--- src/rtl/serial_port_pkg.sv ---
package serial_port_pkg;

    // Register indices on the plain register port.
    localparam logic [1:0] OFS_RCV_STATUS = 2'h0;
    localparam logic [1:0] OFS_TX_STATUS = 2'h1;
    localparam logic [1:0] OFS_RCV_BUFFER = 2'h2;
    localparam logic [1:0] OFS_TX_DATA = 2'h3;

    // Field positions of receive_status_control.
    localparam int unsigned RCV_PORT_EN_BIT = 7;
    localparam int unsigned RCV_NINE_BIT = 6;
    localparam int unsigned RCV_SINGLE_BIT = 5;
    localparam int unsigned RCV_CONT_BIT = 4;
    localparam int unsigned RCV_ADDR_DET_BIT = 3;
    localparam int unsigned RCV_FRAMING_BIT = 2;
    localparam int unsigned RCV_OVERRUN_BIT = 1;
    localparam int unsigned RCV_NINTH_BIT = 0;

    // Field positions of transmit_status_control.
    localparam int unsigned TX_CLK_SRC_BIT = 7;
    localparam int unsigned TX_ENABLE_BIT = 5;
    localparam int unsigned TX_SYNC_BIT = 4;
    localparam int unsigned TX_IDLE_BIT = 1;

    // Reset values.
    localparam logic [7:0] RCV_STATUS_RESET = 8'h00;
    localparam logic [7:0] TX_STATUS_RESET = 8'h00;

    // Frame and buffer shape.
    localparam int unsigned DATA_W = 8;
    localparam int unsigned FRAME_W = 9;
    localparam int unsigned FIFO_DEPTH = 8;

    // Timing: system clock period and asynchronous bit time.
    localparam int unsigned CLK_PERIOD_NS = 4;
    localparam int unsigned ASYNC_BIT_NS = 8680;
    localparam int unsigned ASYNC_BIT_CYCLES = ASYNC_BIT_NS / CLK_PERIOD_NS;

    typedef enum logic [3:0] {
        RX_IDLE = 4'b0001,
        RX_START = 4'b0010,
        RX_DATA = 4'b0100,
        RX_STOP = 4'b1000
    } async_rx_state_type;

endpackage : serial_port_pkg

--- src/rtl/usart_sync_slave_rx_control.sv ---
`timescale 1ns/1ps
module usart_sync_slave_rx_control #(
    parameter int unsigned BIT_CYCLES = serial_port_pkg::ASYNC_BIT_CYCLES,
    parameter int unsigned DEPTH = serial_port_pkg::FIFO_DEPTH
) (
    // Clock and reset
    input logic clk_sys,
    input logic sys_rst,
    // Register port
    input logic [1:0] reg_addr,
    input logic [7:0] reg_wr_data,
    input logic reg_wr_en,
    input logic reg_rd_en,
    output logic [7:0] reg_rd_data,
    // Link pins
    input logic ck_in,
    input logic dt_in,
    output logic dt_out,
    output logic dt_oe
);

    localparam int unsigned CW = $clog2(BIT_CYCLES + 1);
    localparam int unsigned FW = serial_port_pkg::FRAME_W;
    localparam int unsigned DW = serial_port_pkg::DATA_W;

    // Control fields.
    logic port_en_ff;
    logic nine_bit_ff;
    logic single_rx_ff;
    logic cont_rx_ff;
    logic addr_det_ff;
    logic overrun_ff;
    logic clk_src_ff;
    logic tx_en_ff;
    logic sync_ff;

    // Link sampling.
    logic ck_lvl;
    logic ck_rise;
    logic ck_fall;
    logic dt_lvl;
    logic dt_rise;
    logic dt_fall;

    // Mode decode.
    logic slave_mode;
    logic rx_dir;
    logic sync_rx_on;
    logic sync_tx_on;
    logic async_rx_on;

    // Synchronous receiver.
    logic [FW-1:0] srx_bits_ff;
    logic [3:0] srx_idx_ff;
    logic srx_done;
    logic [FW-1:0] srx_frame;

    // Asynchronous receiver.
    serial_port_pkg::async_rx_state_type arx_state_ff;
    logic [CW-1:0] arx_cnt_ff;
    logic [3:0] arx_idx_ff;
    logic [FW-1:0] arx_bits_ff;
    logic arx_done_ff;
    logic [3:0] last_idx;

    // Frame into the buffer.
    logic frame_done;
    logic [FW-1:0] frame_bits;
    logic frame_keep;
    logic fifo_in_valid;
    logic fifo_in_ready;
    logic fifo_out_valid;
    logic fifo_out_ready;
    logic [FW-1:0] fifo_out_data;

    // Transmitter.
    logic [DW-1:0] tx_shift_ff;
    logic [3:0] tx_left_ff;
    logic dt_out_ff;
    logic dt_oe_ff;

    // Register access.
    logic wr_rcv;
    logic wr_tx;
    logic wr_data;
    logic [7:0] rd_data_ff;
    logic [7:0] nxt_rd_data;

    assign wr_rcv = reg_wr_en && (reg_addr == serial_port_pkg::OFS_RCV_STATUS);
    assign wr_tx = reg_wr_en && (reg_addr == serial_port_pkg::OFS_TX_STATUS);
    assign wr_data = reg_wr_en && (reg_addr == serial_port_pkg::OFS_TX_DATA);

    link_pin_sampler #(
        .IDLE_LEVEL(1'b1)
    ) u_ck_sampler (
        .clk_sys(clk_sys),
        .sys_rst(sys_rst),
        .pin_in(ck_in),
        .level(ck_lvl),
        .rise(ck_rise),
        .fall(ck_fall)
    );

    link_pin_sampler #(
        .IDLE_LEVEL(1'b1)
    ) u_dt_sampler (
        .clk_sys(clk_sys),
        .sys_rst(sys_rst),
        .pin_in(dt_in),
        .level(dt_lvl),
        .rise(dt_rise),
        .fall(dt_fall)
    );

    always_ff @(posedge clk_sys) begin
        if (sys_rst) begin
            port_en_ff <= serial_port_pkg::RCV_STATUS_RESET[serial_port_pkg::RCV_PORT_EN_BIT];
            nine_bit_ff <= serial_port_pkg::RCV_STATUS_RESET[serial_port_pkg::RCV_NINE_BIT];
            single_rx_ff <= serial_port_pkg::RCV_STATUS_RESET[serial_port_pkg::RCV_SINGLE_BIT];
            cont_rx_ff <= serial_port_pkg::RCV_STATUS_RESET[serial_port_pkg::RCV_CONT_BIT];
            addr_det_ff <= serial_port_pkg::RCV_STATUS_RESET[serial_port_pkg::RCV_ADDR_DET_BIT];
        end else if (wr_rcv) begin
            port_en_ff <= reg_wr_data[serial_port_pkg::RCV_PORT_EN_BIT];
            nine_bit_ff <= reg_wr_data[serial_port_pkg::RCV_NINE_BIT];
            single_rx_ff <= reg_wr_data[serial_port_pkg::RCV_SINGLE_BIT];
            cont_rx_ff <= reg_wr_data[serial_port_pkg::RCV_CONT_BIT];
            addr_det_ff <= reg_wr_data[serial_port_pkg::RCV_ADDR_DET_BIT];
        end
    end

    always_ff @(posedge clk_sys) begin
        if (sys_rst) begin
            clk_src_ff <= serial_port_pkg::TX_STATUS_RESET[serial_port_pkg::TX_CLK_SRC_BIT];
            tx_en_ff <= serial_port_pkg::TX_STATUS_RESET[serial_port_pkg::TX_ENABLE_BIT];
            sync_ff <= serial_port_pkg::TX_STATUS_RESET[serial_port_pkg::TX_SYNC_BIT];
        end else if (wr_tx) begin
            clk_src_ff <= reg_wr_data[serial_port_pkg::TX_CLK_SRC_BIT];
            tx_en_ff <= reg_wr_data[serial_port_pkg::TX_ENABLE_BIT];
            sync_ff <= reg_wr_data[serial_port_pkg::TX_SYNC_BIT];
        end
    end

    assign slave_mode = sync_ff && !clk_src_ff;
    assign rx_dir = single_rx_ff || cont_rx_ff;
    assign sync_rx_on = port_en_ff && slave_mode && rx_dir;
    assign sync_tx_on = port_en_ff && slave_mode && !rx_dir && tx_en_ff;
    assign async_rx_on = port_en_ff && !sync_ff && cont_rx_ff;

    assign last_idx = nine_bit_ff ? 4'h8 : 4'h7;

    always_ff @(posedge clk_sys) begin
        if (sys_rst || !sync_rx_on) begin
            srx_bits_ff <= '0;
            srx_idx_ff <= '0;
        end else if (ck_rise) begin
            srx_bits_ff[srx_idx_ff] <= dt_lvl;
            srx_idx_ff <= (srx_idx_ff == last_idx) ? 4'h0 : srx_idx_ff + 4'h1;
            if (srx_idx_ff == 4'h0) begin
                srx_bits_ff[FW-1:1] <= '0;
            end
        end
    end

    assign srx_done = sync_rx_on && ck_rise && (srx_idx_ff == last_idx);

    always_comb begin
        srx_frame = srx_bits_ff;
        srx_frame[srx_idx_ff] = dt_lvl;
        if (!nine_bit_ff) begin
            srx_frame[FW-1] = 1'b0;
        end
    end

    // Start is checked at mid-bit so a short low glitch does not open a frame.
    always_ff @(posedge clk_sys) begin
        if (sys_rst || !async_rx_on) begin
            arx_state_ff <= serial_port_pkg::RX_IDLE;
            arx_cnt_ff <= '0;
            arx_idx_ff <= '0;
            arx_bits_ff <= '0;
            arx_done_ff <= 1'b0;
        end else begin
            arx_done_ff <= 1'b0;
            if (arx_cnt_ff != '0) begin
                arx_cnt_ff <= arx_cnt_ff - 1'b1;
            end
            case (arx_state_ff)
                serial_port_pkg::RX_IDLE: begin
                    if (dt_fall) begin
                        arx_state_ff <= serial_port_pkg::RX_START;
                        arx_cnt_ff <= CW'(BIT_CYCLES / 2);
                    end
                end
                serial_port_pkg::RX_START: begin
                    if (arx_cnt_ff == '0) begin
                        if (!dt_lvl) begin
                            arx_state_ff <= serial_port_pkg::RX_DATA;
                            arx_cnt_ff <= CW'(BIT_CYCLES - 1);
                            arx_idx_ff <= '0;
                            arx_bits_ff <= '0;
                        end else begin
                            arx_state_ff <= serial_port_pkg::RX_IDLE;
                        end
                    end
                end
                serial_port_pkg::RX_DATA: begin
                    if (arx_cnt_ff == '0) begin
                        arx_bits_ff[arx_idx_ff] <= dt_lvl;
                        arx_cnt_ff <= CW'(BIT_CYCLES - 1);
                        arx_idx_ff <= arx_idx_ff + 4'h1;
                        if (arx_idx_ff == last_idx) begin
                            arx_state_ff <= serial_port_pkg::RX_STOP;
                        end
                    end
                end
                serial_port_pkg::RX_STOP: begin
                    if (arx_cnt_ff == '0) begin
                        arx_done_ff <= 1'b1;
                        arx_state_ff <= serial_port_pkg::RX_IDLE;
                    end
                end
                default: begin
                    arx_state_ff <= serial_port_pkg::RX_IDLE;
                end
            endcase
        end
    end

    assign frame_done = srx_done || arx_done_ff;
    assign frame_bits = srx_done ? srx_frame : arx_bits_ff;

    // address filter, keep all when off, no effect in eight-bit
    assign frame_keep = sync_ff || !nine_bit_ff || !addr_det_ff || frame_bits[FW-1];
    assign fifo_in_valid = frame_done && frame_keep;

    // A frame that finds the buffer full is dropped; the overrun flag tells software.
    always_ff @(posedge clk_sys) begin
        if (sys_rst) begin
            overrun_ff <= serial_port_pkg::RCV_STATUS_RESET[serial_port_pkg::RCV_OVERRUN_BIT];
        end else if (fifo_in_valid && !fifo_in_ready) begin
            overrun_ff <= 1'b1;
        end else if (wr_rcv && !reg_wr_data[serial_port_pkg::RCV_CONT_BIT]) begin
            overrun_ff <= 1'b0;
        end
    end

    assign fifo_out_ready = reg_rd_en && (reg_addr == serial_port_pkg::OFS_RCV_BUFFER);

    frame_fifo #(
        .WIDTH(FW),
        .DEPTH(DEPTH)
    ) u_rx_fifo (
        .clk_sys(clk_sys),
        .sys_rst(sys_rst),
        .flush(!port_en_ff),
        .in_valid(fifo_in_valid),
        .in_ready(fifo_in_ready),
        .in_data(frame_bits),
        .out_valid(fifo_out_valid),
        .out_ready(fifo_out_ready),
        .out_data(fifo_out_data)
    );

    // The slave presents each bit ahead of the rising edge at which the master samples it.
    always_ff @(posedge clk_sys) begin
        if (sys_rst || !sync_tx_on) begin
            tx_shift_ff <= '0;
            tx_left_ff <= '0;
            dt_out_ff <= 1'b1;
        end else if (wr_data && (tx_left_ff == 4'h0)) begin
            dt_out_ff <= reg_wr_data[0];
            tx_shift_ff <= {1'b0, reg_wr_data[DW-1:1]};
            tx_left_ff <= 4'h8;
        end else if (tx_left_ff != 4'h0) begin
            if (ck_rise) begin
                tx_left_ff <= tx_left_ff - 4'h1;
            end
            if (ck_fall && (tx_left_ff != 4'h8)) begin
                dt_out_ff <= tx_shift_ff[0];
                tx_shift_ff <= {1'b0, tx_shift_ff[DW-1:1]};
            end
        end
    end

    always_ff @(posedge clk_sys) begin
        if (sys_rst) begin
            dt_oe_ff <= 1'b0;
        end else begin
            dt_oe_ff <= sync_tx_on;
        end
    end

    assign dt_out = dt_out_ff;
    assign dt_oe = dt_oe_ff;

    always_comb begin
        nxt_rd_data = 8'h00;
        case (reg_addr)
            serial_port_pkg::OFS_RCV_STATUS: begin
                nxt_rd_data[serial_port_pkg::RCV_PORT_EN_BIT] = port_en_ff;
                nxt_rd_data[serial_port_pkg::RCV_NINE_BIT] = nine_bit_ff;
                nxt_rd_data[serial_port_pkg::RCV_SINGLE_BIT] = single_rx_ff;
                nxt_rd_data[serial_port_pkg::RCV_CONT_BIT] = cont_rx_ff;
                nxt_rd_data[serial_port_pkg::RCV_ADDR_DET_BIT] = addr_det_ff;
                nxt_rd_data[serial_port_pkg::RCV_OVERRUN_BIT] = overrun_ff;
                nxt_rd_data[serial_port_pkg::RCV_NINTH_BIT] = fifo_out_valid && fifo_out_data[FW-1];
            end
            serial_port_pkg::OFS_TX_STATUS: begin
                nxt_rd_data[serial_port_pkg::TX_CLK_SRC_BIT] = clk_src_ff;
                nxt_rd_data[serial_port_pkg::TX_ENABLE_BIT] = tx_en_ff;
                nxt_rd_data[serial_port_pkg::TX_SYNC_BIT] = sync_ff;
                nxt_rd_data[serial_port_pkg::TX_IDLE_BIT] = (tx_left_ff == 4'h0);
            end
            serial_port_pkg::OFS_RCV_BUFFER: begin
                nxt_rd_data = fifo_out_valid ? fifo_out_data[DW-1:0] : 8'h00;
            end
            default: begin
                nxt_rd_data = 8'h00;
            end
        endcase
    end

    always_ff @(posedge clk_sys) begin
        if (sys_rst) begin
            rd_data_ff <= 8'h00;
        end else if (reg_rd_en) begin
            rd_data_ff <= nxt_rd_data;
        end else begin
            rd_data_ff <= 8'h00;
        end
    end

    assign reg_rd_data = rd_data_ff;

endmodule : usart_sync_slave_rx_control

--- src/rtl/link_pin_sampler.sv ---
`timescale 1ns/1ps
module link_pin_sampler #(
    parameter logic IDLE_LEVEL = 1'b1
) (
    // Clock and reset
    input logic clk_sys,
    input logic sys_rst,
    // Raw pin
    input logic pin_in,
    // Filtered level and edges
    output logic level,
    output logic rise,
    output logic fall
);

    logic s1_ff;
    logic s2_ff;
    logic s3_ff;
    logic level_ff;

    always_ff @(posedge clk_sys) begin
        if (sys_rst) begin
            s1_ff <= IDLE_LEVEL;
            s2_ff <= IDLE_LEVEL;
            s3_ff <= IDLE_LEVEL;
        end else begin
            s1_ff <= pin_in;
            s2_ff <= s1_ff;
            s3_ff <= s2_ff;
        end
    end

    // A change counts only once two late stages agree, which rejects one-cycle glitches.
    always_ff @(posedge clk_sys) begin
        if (sys_rst) begin
            level_ff <= IDLE_LEVEL;
        end else if (s2_ff == s3_ff) begin
            level_ff <= s3_ff;
        end
    end

    assign level = level_ff;
    assign rise = (s2_ff == s3_ff) && s3_ff && !level_ff;
    assign fall = (s2_ff == s3_ff) && !s3_ff && level_ff;

endmodule : link_pin_sampler

--- src/rtl/frame_fifo.sv ---
`timescale 1ns/1ps
module frame_fifo #(
    parameter int unsigned WIDTH = 9,
    parameter int unsigned DEPTH = 8
) (
    // Clock and reset
    input logic clk_sys,
    input logic sys_rst,
    input logic flush,
    // Fill side
    input logic in_valid,
    output logic in_ready,
    input logic [WIDTH-1:0] in_data,
    // Drain side
    output logic out_valid,
    input logic out_ready,
    output logic [WIDTH-1:0] out_data
);

    localparam int unsigned AW = (DEPTH > 1) ? $clog2(DEPTH) : 1;

    logic [WIDTH-1:0] mem_ff [DEPTH];
    logic [AW-1:0] wr_ptr_ff;
    logic [AW-1:0] rd_ptr_ff;
    logic [AW:0] count_ff;
    logic push;
    logic pop;

    assign in_ready = (count_ff != (AW+1)'(DEPTH));
    assign out_valid = (count_ff != '0);
    assign push = in_valid && in_ready;
    assign pop = out_valid && out_ready;
    assign out_data = mem_ff[rd_ptr_ff];

    always_ff @(posedge clk_sys) begin
        if (push) begin
            mem_ff[wr_ptr_ff] <= in_data;
        end
    end

    always_ff @(posedge clk_sys) begin
        if (sys_rst || flush) begin
            wr_ptr_ff <= '0;
            rd_ptr_ff <= '0;
            count_ff <= '0;
        end else begin
            if (push) begin
                wr_ptr_ff <= (wr_ptr_ff == AW'(DEPTH - 1)) ? '0 : wr_ptr_ff + 1'b1;
            end
            if (pop) begin
                rd_ptr_ff <= (rd_ptr_ff == AW'(DEPTH - 1)) ? '0 : rd_ptr_ff + 1'b1;
            end
            if (push && !pop) begin
                count_ff <= count_ff + 1'b1;
            end else if (pop && !push) begin
                count_ff <= count_ff - 1'b1;
            end
        end
    end

endmodule : frame_fifo

--- config.mk ---
export PLATFORM = sky130hd
export DESIGN_NAME = usart_sync_slave_rx_control
export DESIGN_NICKNAME = d
export VERILOG_FILES = /design/src/rtl/serial_port_pkg.sv /design/src/rtl/usart_sync_slave_rx_control.sv /design/src/rtl/link_pin_sampler.sv /design/src/rtl/frame_fifo.sv
export SDC_FILE = /design/constraint.sdc
export NUM_CORES = 1
export LEC_CHECK = 0
export CAP_MARGIN = 15
export CORE_MARGIN = 4
export CORE_UTILIZATION = 60
export DETAILED_ROUTE_END_ITERATION = 12
export DONT_BUFFER_PORTS = 1
export GPL_TIMING_DRIVEN = 0
export PLACE_DENSITY = 0.75
export SLEW_MARGIN = 5
export SYNTH_ARGS = -nofsm -noshare
export SYNTH_HDL_FRONTEND = slang
export SYNTH_SLANG_ARGS = --single-unit
--- constraint.sdc ---
create_clock -name clk_sys -period 9.9 [get_ports clk_sys]
set_clock_uncertainty 0.15 [all_clocks]
set_input_delay 1.485 -clock clk_sys [delete_from_list [all_inputs] [get_ports clk_sys]]
set_output_delay 1.485 -clock clk_sys [all_outputs]
set_load 0.03 [all_outputs]
Yosys cells after proc, flatten, opt, wreduce, memory -nomap -nowiden
Memory sizes are Yosys's and may differ from the RTL's. A register that Yosys moved wholly into a read port is not among the register bits.
Cells that the tools add are included.
{ "word_totals": {"regBits": 91, "mem_bits_rw": 72, "inputBits": 16, "out_inout_bits": 10, "elab_cells": 209, "mem_count": 1} }
{ "classes": {"n_addsub": 8, "magnitude_cmp": 4, "eq_ne": 21, "n_mux": 59, "n_bitwise": 4, "reduce_logical": 78} }
{ "memory_table": {"columns": ["memory", "words", "width", "rd", "rd_clocked_by_memory_dff", "wr", "line_no", "rtl"], "rows": [
  ["u_rx_fifo.mem_ff", 8, 9, 1, 1, 1, "frame_fifo.sv:22", "logic [WIDTH-1:0] mem_ff [DEPTH];"]
]} }
{ "op_table": {"columns": ["cell", "count"], "rows": [
  ["$mux 12", 5],
  ["$mux 4", 15],
  ["$mux 9", 4],
  ["$pmux 12 s3", 1],
  ["$logic_and 1x1->1", 31],
  ["$mux 7", 3],
  ["$bwmux 9", 2],
  ["$pmux 9 s2", 1],
  ["$logic_not 1->1", 16],
  ["$mux 8", 2],
  ["$pmux 4 s4", 1],
  ["$mux 3", 5],
  ["$add 4x1->4 const B", 3],
  ["$logic_not 12->1", 1],
  ["$ne 2x2->1 const B", 6],
  ["$reduce_bool 12->1", 1],
  ["$reduce_bool 2->1", 6],
  ["$sub 12x1->12 const B", 1],
  ["$mux 1", 11],
  ["$lt 4x5->1 const B", 2],
  ["$logic_or 1x1->1", 9],
  ["$demux 1 s4", 2],
  ["$eq 4x4->1", 2],
  ["$ge 4x1->1 const B", 2],
  ["24 further kinds", 42]
]} }

Depth between registers and ports, before layout
Gate-level depths: netlist (run 1).
{ "logic_depth": {"depth_word": 14, "ltp_mapped": 16, "depth_no_buf": 15} }

Hierarchy
From an unflattened synthesis (run 1), not the netlist that was laid out.
{ "hier_totals": {"cells_unflattened": 682, "area_unflattened_um2": 7628.6} }
{ "by_module_without_submodules": {"columns": ["module", "n_inst", "cells_per_inst", "area_each_um2", "seq_area_each_um2"], "rows": [
  ["usart_sync_slave_rx_control", 1, 469, 3866.2, 1461.4],
  ["frame_fifo", 1, 181, 3439.5, 2422.3],
  ["link_pin_sampler", 2, 16, 161.4, 80.1]
]} }

Worst setup path after synthesis (run 1)
Ideal clock, no wire load.
{ "synth_timing": {"kind": "input to register", "startpoint": "input reg_addr[1]", "endpoint": "register u_rx_fifo.count_ff[3]", "arrival_time_ns": 3.246, "t_required_ns": 9.678, "path_slack_ns": 6.433, "stages": 11, "path_cell_list": "o41ai_1 -> nor2_1 -> nand2_1 -> ha_1 -> inv_1 -> ha_1 -> a21o_1 -> a21oi_1 -> xnor2_1 -> or3_1 -> a21oi_1"} }
{ "synth_via": {"elab_chain_len": 6, "elab_cells_between_ends": 8} }
{ "synth_rtl": {"columns": ["item", "line_no", "rtl"], "rows": [
  ["from (decl)", "usart_sync_slave_rx_control.sv:10", "input logic [1:0] reg_addr,"],
  ["$eq 2x2->1 *", "usart_sync_slave_rx_control.sv:247", "assign fifo_out_ready = reg_rd_en && (reg_addr == serial_port_pkg::OFS_RCV_BUFFER);"],
  ["$logic_and 1x1->1 *", "usart_sync_slave_rx_control.sv:247", null],
  ["$logic_and 1x1->1 *", "frame_fifo.sv:32", "assign pop = out_valid && out_ready;"],
  ["$logic_not 1->1", "frame_fifo.sv:53", "if (push && !pop) begin"],
  ["$logic_and 1x1->1", "frame_fifo.sv:53", null],
  ["$mux 4 or $reduce_bool 2->1 (tied branches)", null, null],
  ["to (signal assigned)", "frame_fifo.sv:54", "count_ff <= count_ff + 1'b1;"],
  ["to (signal assigned)", "frame_fifo.sv:56", "count_ff <= count_ff - 1'b1;"],
  ["to (decl)", "frame_fifo.sv:25", "logic [AW:0] count_ff;"]
]} }
Every way passes the cells marked *; elsewhere a longest branch is shown, timed or not.
A chain may end at the register's enable or synchronous reset.

Worst setup path in the final report (run 1)
{ "layout_timing": {"startpoint": "register nine_bit_ff", "endpoint": "register u_rx_fifo.count_ff[3]"} }
{ "layout_via": {"elab_chain_len": 10, "elab_cells_between_ends": 17} }
{ "layout_rtl": {"columns": ["item", "line_no", "rtl"], "rows": [
  ["from (decl)", "usart_sync_slave_rx_control.sv:28", "logic nine_bit_ff;"],
  ["from (signal assigned)", "usart_sync_slave_rx_control.sv:118", "nine_bit_ff <= serial_port_pkg::RCV_STATUS_RESET[serial_port_pkg::RCV_NINE_BIT];"],
  ["from (signal assigned)", "usart_sync_slave_rx_control.sv:124", "nine_bit_ff <= reg_wr_data[serial_port_pkg::RCV_NINE_BIT];"],
  ["$mux 4", "usart_sync_slave_rx_control.sv:149", "assign last_idx = nine_bit_ff ? 4'h8 : 4'h7;"],
  ["$eq 4x4->1", "usart_sync_slave_rx_control.sv:164", "assign srx_done = sync_rx_on && ck_rise && (srx_idx_ff == last_idx);"],
  ["$logic_and 1x1->1", "usart_sync_slave_rx_control.sv:164", null],
  ["$mux 9", "usart_sync_slave_rx_control.sv:230", "assign frame_bits = srx_done ? srx_frame : arx_bits_ff;"],
  ["$logic_or 1x1->1", "usart_sync_slave_rx_control.sv:233", "assign frame_keep = sync_ff || !nine_bit_ff || !addr_det_ff || frame_bits[FW-1];"],
  ["$logic_and 1x1->1 *", "usart_sync_slave_rx_control.sv:234", "assign fifo_in_valid = frame_done && frame_keep;"],
  ["$logic_and 1x1->1 *", "frame_fifo.sv:31", "assign push = in_valid && in_ready;"],
  ["via u_rx_fifo.push", "frame_fifo.sv:26", "logic push;"],
  ["$logic_not 1->1", "frame_fifo.sv:55", "end else if (pop && !push) begin"],
  ["$logic_and 1x1->1", "frame_fifo.sv:55", null],
  ["$reduce_bool 2->1 (no source line)", null, null]
]} }
The timed path passes the listed nets; every way through them passes the cells marked *.

==> metrics.yaml, run 1 <==
cts_root_buf: "clkbuf_16"
p_per_area_nw_per_um2: 168
status: "complete, no violations"
drive_gt1_frac: 0.127
clkLatencyLatePin_ps: 430
io_pins: 26
synth_top_area_share: 0.286
crit_path_end: "u_rx_fifo.count_ff[3]"
crit_type: "flip-flop to flip-flop"
grtUsageTotal: 0.256
tritoncts: "done"
htree_levels: 4
leakagePower_uw: 0.00285
grt_pass1_wl_um: 28000
worstPathMaxFanout: 10
yosysSeqAreaShare: 0.535
finalWirelength_um: 17400
cts_setup_buffers: 0
post-route-util: 0.697
cts_made_buffers: 17
drc_errors: 0
portBuffers: 0
synth_warnings: 0
whs_ps: 279
grt-ovfl-total: 0
ant_nets: 0
ir_drop_v: 0.000139
clkSinkCount: 166
synthArstFlopShare: 0
synth_area_sq_um: 7560
tightestPinTransition_ps: 1100
design_area_sq_um: 8480
critPathArrivalTime_ps: 4340
hold_violations: 0
setup_viol: 0
synth_top_area_cell: "edfxtp_1"
rsz0062_at_grt: "false"
fp.dieW_um: 120
synth_cell_types: 70
cts_resized: 0
wl_per_cell_um: 19.6
finalNetCount: 748
drt_iter0_drc: 395
maxSlewHeadroom: 0.261
setup_tns_ps: 0
fmax_ghz: 0.241
syn_inst: 685
ys_ff_latch: 166
num_vias: 5367
finalCritPeriodShare: 0.418
cts.path.max_buffers: 2
postSynthAreaPerCell_sq_um: 11.0
grt_antenna_before_repair: 0
gp_congestion: 0.872
maxSlewViolCount: 0
die-area_sq_um: 14500
rows: 40
grt_pass1_vias: 5287
diodes: 0
fp.dieH_um: 120
end_kind: "flip-flop"
r2r-end: "u_rx_fifo.count_ff[3]"
critPathLaunchType: "flip-flop"
synth_edf_count: 72
rrSetupSlack_ps: 5760
synthTopCellsByArea: "edfxtp_1 (29%), dfxtp_1 (25%), mux2i_1 (6.0%)"
synth_flop_cell: "dfxtp_1"
grt_max_degree: 17
holdBufCountCts: 0
path_clk_slew_ps: 60
hpwl_um: 12200
fin_crit_ps: 4140
core_sq_um: 12200
synth.net_count: 723
dr.pass1.iters: 5
area_delta_synth_final_pct: 12.2
start_util: 0.622
cp_data_required_time_ps: 10100
dpl_cell_area_sq_um: 7870
timing.rr.start: "nine_bit_ff"
cap_violations: 0
dp.cells: 859
viasPerCell: 6.02
holdCritPathClass: "flip-flop to flip-flop"
r2r_cells: 14
post_layout_nonfiller_instances: 891
startpoint: "nine_bit_ff"
## state kept, by name (all words and copies together), names as in the netlist, 7 cells and up, named ones only
signal and cells:
tx_shift_ff 7, arx_bits_ff 9, u_rx_fifo.mem_ff 72, arx_cnt_ff 12, reg_rd_data 8, srx_bits_ff 9
## layout by cell type, fill, tap and decap left out, types with 9 or more instances in the layout
| cell | n |
|---|---|
| a21oi_1 | 47 |
| inv_1 | 21 |
| nand4_1 | 15 |
| nand3_1 | 11 |
| clkbuf_1 | 26 |
| ha_1 | 21 |
| nor3_1 | 9 |
| o21ai_0 | 21 |
| nor2_1 | 65 |
| mux2i_1 | 45 |
| nand2_1 | 79 |
| dfxtp_1 | 94 |
| clkbuf_16 | 17 |
| edfxtp_1 | 72 |
| mux4_2 | 19 |
## area by class of cell
| class | count | area (sq um) |
|---|---|---|
| multi-input combinational | 463 | 3340 |
| timing repair buffer | 6 | 42.5 |
| buffer | 34 | 143 |
| fill | 873 | 3680 |
| clock inverter | 12 | 178 |
| sequential | 166 | 4040 |
| tap | 168 | 210 |
| clock buffer | 20 | 437 |
| inverter | 22 | 82.6 |
## synth_stat cells, types with 3 or more instances
master    count
mux4_2       19
buf_2         6
nor4b_1       5
nor2b_1       5
xor2_1        6
a21oi_1      47
nand2b_1      3
nand4_1      15
a31oi_1       3
or3_1         6
inv_1        21
buf_1         3
a22oi_1       6
xnor2_1       7
dfxtp_1      94
o22a_1        4
edfxtp_1     72
a211oi_1      5
clkbuf_1     23
nor2_1       65
nor3b_1       7
ha_1         21
o21ai_0      21
nor4_1        5
or2_2         6
nand4b_1      6
mux2i_1      45
nor3_1       11
nand3_1      11
nand3b_1      7
nand2_1      79
o21ai_1       5
## worst min path at each step
| stage | depth (start not counted) | to | slack, ps | start |
|---|---|---|---|---|
| 3_3_place_gp | 1 | u_dt_sampler.s2_ff | 250 | u_dt_sampler.s1_ff |
| 4_1_cts | 2 | u_dt_sampler.s3_ff | 280 | u_dt_sampler.s2_ff |
| 3_5_place_dp | 1 | u_dt_sampler.s2_ff | 260 | u_dt_sampler.s1_ff |
| 6_report | 2 | u_dt_sampler.s3_ff | 280 | u_dt_sampler.s2_ff |
| 2_1_floorplan | 1 | u_ck_sampler.s2_ff | 240 | u_ck_sampler.s1_ff |
| 5_1_grt | 2 | u_dt_sampler.s3_ff | 310 | u_dt_sampler.s2_ff |
## kinds of logic (layout without fill, tap and decap cells)
logic type | Yosys count | after routing | share of synthesized area
simple gates | 252 | 252 | 0.174
fa+ha+maj | 22 | 22 | 0.0374
mux | 64 | 64 | 0.116
flops | 166 | 166 | 0.535
compound gates | 112 | 112 | 0.0929
xor+xnor | 13 | 13 | 0.0151
buf+inv | 56 | 94 | 0.0298
## metal layers
layer,GRT usage,vias to the layer above,share of wire
met5,0,-,0
met4,0.0977,0,0.028
met3,0.0622,28,0.045
met2,0.436,151,0.51
met1,0.316,2626,0.42
li1,-,2562,-
## critical path, stage by stage (launching register included)
cell	delay (ps)
dfxtp_1	570
nor3b_1	290
a22oi_1	170
or3_1	450
mux2i_1	390
buf_2	360
inv_1	70
ha_1	210
inv_1	120
ha_1	240
a21o_1	180
a21oi_1	220
xnor2_1	130
or3_1	340
a21oi_1	170
## through the flow
stage / power, uW / setup slack, ps
finish: 1420 / 5760
global placement: 748 / 5670
global route: 1470 / 5460
CTS: 1420 / 5740
floorplan: 744 / 6430
detailed placement: 749 / 5890
## power breakdown
part	switching, uW	internal [uW]
sequential	2.90	711
combinational	12.9	7.69
clock	265	423
total	281	1140
Power figures use the tool's default switching activity.
==> run 2, diff against run 1 <==
- CORE_UTILIZATION: 60 -> 57
- PLACE_DENSITY: 0.75 -> 0.74
- clock period: 9.9 -> 3.45 ns (I/O delays scaled with it)
==> run 2 against run 1 <==
  * Largest power group unchanged
  * Critical path type unchanged
  * Via count increased by 0.54%
  * Sequential cell count unchanged
  * Setup slack worse by 5600 ps
  * Die area rose by 4.9%
  * Final area up 1.1%
  * Critical endpoint unchanged
  * Sequential share of layout area fell by 0.47 points
  * Cell count grew 1.0%
==> metrics.yaml, run 2 (synthesis results as in run 1) <==
status: "complete, no violations"  # unchanged
fin_crit_ps: 3340  # was 4140 ps
end_kind: "flip-flop"  # unchanged
p_per_area_nw_per_um2: 467  # was 168 nW/um^2
critPathArrivalTime_ps: 3550  # was 4340 ps
finalWirelength_um: 17000  # was 17400 um
area_delta_synth_final_pct: 13.4  # was 12.2%
ant_nets: 0  # unchanged
dr.pass1.iters: 5  # unchanged
critPathLaunchType: "flip-flop"  # unchanged
largestRegisters: "u_rx_fifo.mem_ff: 72 flops, arx_cnt_ff: 12 flops"  # unchanged
core_sq_um: 12800  # was 12200 sq um
grt_pass1_wl_um: 27500  # was 28000 um
portBuffers: 0  # unchanged
pwr-share-clk: 0.473  # was 0.483
final_common_cell: "dfxtp_1"  # unchanged
post_layout_nonfiller_instances: 900  # was 891
hold_violations: 0  # unchanged
leakagePower_uw: 0.00287  # was 0.00285 uW
setup_viol: 0  # unchanged
drive_gt1_frac: 0.152  # was 0.127
largest_reg_flops: 72  # unchanged
tritoncts: "done"  # unchanged
switchingPower_uw: 848  # was 281 uW
crit_slowest_cell: "dfxtp_2"  # was dfxtp_1
final_cell_mix: "dfxtp_1 (90), nand2_1 (79), edfxtp_1 (72)"  # was dfxtp_1 (94), nand2_1 (79), edfxtp_1 (72)
fp.dieH_um: 123  # was 120 um
num_vias: 5396  # was 5367
cap_violations: 0  # unchanged
holdCritPathClass: "input pin to flip-flop"  # was flip-flop to flip-flop
diodes: 0  # unchanged
hpwl_um: 12100  # was 12200 um
fmax_ghz: 0.299  # was 0.241 GHz
clkSinkCount: 166  # unchanged
dp.cells: 863  # was 859
rsz0062_at_grt: "false"  # unchanged
p_sw_frac: 0.212  # was 0.198
cts.path.max_buffers: 2  # unchanged
cts_root_buf: "clkbuf_16"  # unchanged
gp_congestion: 0.888  # was 0.872
start_util: 0.589  # was 0.622
grt_antenna_before_repair: 0  # unchanged
tightestPinTransition_ps: 1120  # was 1100 ps
r2r-end: "u_rx_fifo.count_ff[3]"  # unchanged
rrSetupSlack_ps: 110  # was 5760 ps
p_int_uw: 3160  # was 1140 uW
ir_drop_v: 0.000325  # was 0.000139 V
p_seq_frac: 0.511  # was 0.502
min_path_cells: 1  # was 2
grt-ovfl-total: 0  # unchanged
wl_per_cell_um: 18.8  # was 19.6 um
grt_pass1_vias: 5170  # was 5287
cp_data_required_time_ps: 3660  # was 10100 ps
htree_levels: 4  # unchanged
regMostFlops: "u_rx_fifo.mem_ff"  # unchanged
min_to: "u_ck_sampler.s2_ff"  # was u_dt_sampler.s3_ff
r2r_cells: 14  # unchanged
grtUsageTotal: 0.241  # was 0.256
io_pins: 26  # unchanged
setup_tns_ps: 0  # unchanged
clkLatencyLatePin_ps: 430  # about the same
finalNetCount: 753  # was 748
hold_start: "sys_rst"  # was u_dt_sampler.s2_ff
timing.rr.start: "nine_bit_ff"  # unchanged
drt_iter0_drc: 510  # was 395
crit_type: "flip-flop to flip-flop"  # unchanged
max_stage_delay_ps: 460  # was 570 ps
drc_errors: 0  # unchanged
finalCritPeriodShare: 0.968  # was 0.418
combPwrFrac: 0.015  # was 0.014
path_clk_slew_ps: 70  # was 60 ps
worstPathCellList: "nor3b_1 > a22oi_2 > or3_4 > mux2i_4 > buf_8 > inv_1 > ha_1 > inv_2 > ha_1 > a21o_1 > a21oi_1 > xnor2_1 > or3_1 > a21oi_1"  # was nor3b_1 > a22oi_1 > or3_1 > mux2i_1 > buf_2 > inv_1 > ha_1 > inv_1 > ha_1 > a21o_1 > a21oi_1 > xnor2_1 > or3_1 > a21oi_1
maxSlewHeadroom: 0.243  # was 0.261
maxSlewViolCount: 0  # unchanged
fp.dieW_um: 123  # was 120 um
cts_made_buffers: 17  # unchanged
die-area_sq_um: 15200  # was 14500 sq um
grt_max_degree: 17  # unchanged
worstPathMaxFanout: 8  # was 10
n_fill_cell: 1019  # was 873
rows: 41  # was 40
holdBufCountCts: 0  # unchanged
whs_ps: 35.4  # was 279 ps
viasPerCell: 6.00  # was 6.02
-- run 2: critical path: cells and delay by family (launching register included) --
kind / cells / cell delay (ps)
AOI/OAI and AO/OA: 4 / 620
muxes: 1 / 210
DFF: 1 / 460
xor gates and xnor gates: 1 / 90
buffers and inverters: 3 / 250
adders and majority gates: 2 / 460
and+or+nand+nor: 3 / 1010
-- run 2: per-layer routing --
layer / GRT usage / part of all wire / wire length (um) / up-vias
li1: - / - / - / 2574
met1: 0.306 / 0.42 / 7050 / 2647
met2: 0.401 / 0.51 / 8610 / 146
met3: 0.0535 / 0.053 / 896 / 29
met4: 0.0962 / 0.023 / 392 / 0
met5: 0 / 0 / 0 / -
-- run 2: what timing repair did --
| item | 4_1_cts | 5_1_grt |
|---|---|---|
| setup buffers | 1 | 4 |
| pin swaps | 0 | 1 |
| hold endpoints to repair | 0 | 0 |
| endpoints found under the setup margin | 3 | 1 |
| gates resized for setup | 10 | 8 |
| cloned | 0 | 0 |
-- run 2: worst max-delay path by stage --
stage	depth (start not counted)	endpoint	start	slack [ps]
5_1_grt	14	u_rx_fifo.count_ff[3]	nine_bit_ff	1
3_5_place_dp	14	u_rx_fifo.count_ff[3]	nine_bit_ff	-490
2_1_floorplan	15	u_rx_fifo.count_ff[3]	u_ck_sampler.s3_ff	230
6_report	14	u_rx_fifo.count_ff[3]	nine_bit_ff	110
4_1_cts	16	u_rx_fifo.count_ff[3]	srx_idx_ff[1]	10
3_3_place_gp	5	u_rx_fifo.mem_ff[4][1]	nine_bit_ff	-780
-- run 2: area by class of cell --
cell class	count	area [sq um]	area share
Clock buffer	19	443	0.0517
Multi-Input combinational cell	463	3400	0.396
Sequential cell	166	4050	0.472
Inverter	22	82.6	0.00963
Timing Repair Buffer	11	86.3	0.0101
Tap cell	172	215	0.0251
Clock inverter	13	146	0.0171
Buffer	34	153	0.0178
-- run 2: per-stage QoR --
| stage | util | total power, uW | cell area [sq um] | worst slack (ps) |
|---|---|---|---|---|
| after global routing | 0.669 | 4120 | 8570 | 1.34 |
| after detailed placement | 0.614 | 2150 | 7880 | -491 |
| after global placement | 0.606 | 2150 | 7770 | -783 |
| final | 0.669 | 4010 | 8570 | 110 |
| after CTS | 0.664 | 4010 | 8520 | 9.98 |
| after floorplan | - | 2130 | 7560 | 231 |
-- run 2: power groups by stage --
| stage | registers, uW | clock network (uW) | logic [uW] |
|---|---|---|---|
| global route | 2050 | 2000 | 68.2 |
| floorplan | 2090 | 0 | 45.5 |
| global placement | 2090 | 0 | 58.7 |
| detailed placement | 2090 | 0 | 59.9 |
| finish | 2050 | 1900 | 62.1 |
| CTS | 2050 | 1900 | 60.7 |
==> run 3, diff against run 2 <==
- RECOVER_POWER: not set -> 50
- REMOVE_ABC_BUFFERS: not set -> 1
==> run 3 against run 2 <==
  * Sequential power about the same
  * Non-clock buffer count down 34
  * Setup slack better by 91 ps
  * Combinational power down 21%
  * First-iteration DRC count down 3.1%
  * Via count down 1.1%
  * Hold slack better by 6.3 ps
  * Maximum frequency up 2.8%
  * Clock-buffer cell count down 2
  * Sequential cell count unchanged
  * Critical path type unchanged
  * Critical endpoint is now u_rx_fifo.mem_ff[0][8]
==> metrics.yaml, run 3 (synthesis results as in run 1) <==
status: "complete, no violations"  # unchanged
viasPerCell: 6.16  # was 6.00
final_cell_mix: "dfxtp_1 (88), nand2_1 (79), edfxtp_1 (72)"  # was dfxtp_1 (90), nand2_1 (79), edfxtp_1 (72)
clkLatencyLatePin_ps: 430  # about the same
min_path_cells: 1  # unchanged
crit_path_end: "u_rx_fifo.mem_ff[0][8]"  # was u_rx_fifo.count_ff[3]
cpMostUsedCell: "buf_4"
clkSinkCount: 166  # unchanged
cts.path.max_buffers: 2  # unchanged
grt_antenna_before_repair: 0  # unchanged
grt_pass1_wl_um: 27300  # was 27500 um
htree_levels: 4  # unchanged
ant_nets: 0  # unchanged
tritoncts: "done"  # unchanged
cts_root_buf: "clkbuf_16"  # unchanged
grt_pass1_vias: 5256  # was 5170
final_common_cell: "dfxtp_1"  # unchanged
portBuffers: 0  # unchanged
pre_cts_ws_ps: -522  # was -491 ps
setup_viol: 0  # unchanged
end_kind: "flip-flop"  # unchanged
maxSlewViolCount: 0  # unchanged
worstPathCellList: "and4bb_1 > a22oi_2 > or3_4 > mux2i_4 > buf_4 > buf_4 > nor4_2 > buf_4"  # was nor3b_1 > a22oi_2 > or3_4 > mux2i_4 > buf_8 > inv_1 > ha_1 > inv_2 > ha_1 > a21o_1 > a21oi_1 > xnor2_1 > or3_1 > a21oi_1
crit_type: "flip-flop to flip-flop"  # unchanged
dr.pass1.iters: 5  # unchanged
rrSetupSlack_ps: 200  # was 110 ps
fp.dieW_um: 123  # unchanged
leakagePower_uw: 0.00278  # was 0.00287 uW
worstPathMaxFanout: 8  # unchanged
max_stage_delay_ps: 640  # was 460 ps
fmax_ghz: 0.308  # was 0.299 GHz
regMostFlops: "u_rx_fifo.mem_ff"  # unchanged
tightestPinTransition_ps: 1030  # was 1120 ps
drc_errors: 0  # unchanged
critPathLaunchType: "flip-flop"  # unchanged
r2r-end: "u_rx_fifo.mem_ff[0][8]"  # was u_rx_fifo.count_ff[3]
n_fill_cell: 966  # was 1019
fin_crit_ps: 3250  # was 3340 ps
ir_drop_v: 0.000237  # was 0.000325 V
drt_iter0_drc: 494  # was 510
startpoint: "srx_idx_ff[3]"  # was nine_bit_ff
largestRegisters: "u_rx_fifo.mem_ff: 72 flops, arx_cnt_ff: 12 flops"  # unchanged
diodes: 0  # unchanged
cp_top_family: "simple AND/OR/NAND/NOR gates"  # unchanged
setup_slack_ps: 201  # was 110 ps
cap_violations: 0  # unchanged
gp_congestion: 0.875  # was 0.888
io_pins: 26  # unchanged
drive_gt1_frac: 0.148  # was 0.152
core_sq_um: 12800  # unchanged
die-area_sq_um: 15200  # unchanged
hpwl_um: 11400  # was 12100 um
wl_per_cell_um: 19.8  # was 18.8 um
largest_reg_flops: 72  # unchanged
cp_data_required_time_ps: 3440  # was 3660 ps
crit_buf_inv: 3  # unchanged
multiInputGateArea_sq_um: 3390  # was 3400 sq um
crit_slowest_cell: "nor4_2"  # was dfxtp_2
finalCritPeriodShare: 0.942  # was 0.968
fp.dieH_um: 123  # unchanged
timing.rr.start: "srx_idx_ff[3]"  # was nine_bit_ff
finalWirelength_um: 17200  # was 17000 um
grt_max_degree: 33  # was 17
finalNetCount: 720  # was 753
path_clk_slew_ps: 60  # was 70 ps
r2r_cells: 8  # was 14
num_vias: 5339  # was 5396
worst-path-stages: 8  # was 14
holdCritPathClass: "input pin to flip-flop"  # unchanged
grtUsageTotal: 0.237  # was 0.241
rows: 41  # unchanged
cts_made_buffers: 17  # unchanged
register_area_sq_um: 4050  # about the same
maxSlewHeadroom: 0.307  # was 0.243
whs_ps: 41.8  # was 35.4 ps
hold_violations: 0  # unchanged
start_util: 0.589  # unchanged
grt-ovfl-total: 0  # unchanged
area_delta_synth_final_pct: 11.2  # was 13.4%
critPathArrivalTime_ps: 3230  # was 3550 ps
p_per_area_nw_per_um2: 476  # was 467 nW/um^2
run 3: how the worst min path moves through the flow:
stage                        from            endpoint
3_3_place_gp   u_ck_sampler.s1_ff  u_ck_sampler.s2_ff
4_1_cts                     dt_in  u_dt_sampler.s1_ff
5_1_grt                     ck_in  u_ck_sampler.s1_ff
6_report                    dt_in  u_dt_sampler.s1_ff
2_1_floorplan  u_ck_sampler.s1_ff  u_ck_sampler.s2_ff
3_5_place_dp   u_ck_sampler.s1_ff  u_ck_sampler.s2_ff
run 3: through the flow:
step	cell area, sq um	cells	total power (uW)	util	setup TNS, ps
final	8410	867	4000	0.656	0
after detailed placement	7740	830	2140	0.603	-1650
after global routing	8410	867	4100	0.656	-11.0
after global placement	7630	823	2140	0.595	-57590
after CTS	8390	865	4010	0.654	0
after floorplan	7420	651	2130	-	-250
run 3: what timing repair did:
action / 4_1_cts / 5_1_grt
pin swaps: 1 / 2
setup buffers: 1 / 2
hold buffers: 1 / 0
endpoints found under the hold margin: 9 / 0
cloned: 1 / 0
gates resized for setup: 8 / 11
setup endpoints to repair: 38 / 1
run 3: final cells by class:
cell class | instances | area share
clock inverters | 15 | 0.0198
well taps | 172 | 0.0256
multi-input cells | 464 | 0.403
clock buffers | 17 | 0.0506
inverters | 22 | 0.00982
flip-flops and latches | 166 | 0.482
repair buffers | 11 | 0.00938
run 3: power breakdown:
| group | internal (uW) | total [uW] | switching, uW | leakage (uW) |
|---|---|---|---|---|
| Sequential | 2040 | 2050 | 13.3 | 0.00129 |
| Clock | 1080 | 1900 | 814 | 0.000278 |
| Combinational | 21.3 | 48.9 | 27.7 | 0.00121 |
| Total | 3140 | 4000 | 855 | 0.00278 |
run 3: worst reg2reg max path: stages, from the launching register on:
cell,delay [ps]
dfxtp_1,490
and4bb_1,250
a22oi_2,110
or3_4,470
mux2i_4,220
buf_4,170
buf_4,170
nor4_2,640
buf_4,290
run 3: layer usage:
metal,track usage,up-vias,routed length [um]
li1,-,2509,-
met1,0.293,2635,7040
met2,0.414,165,9000
met3,0.0393,30,778
met4,0.0955,0,365
met5,0,-,0
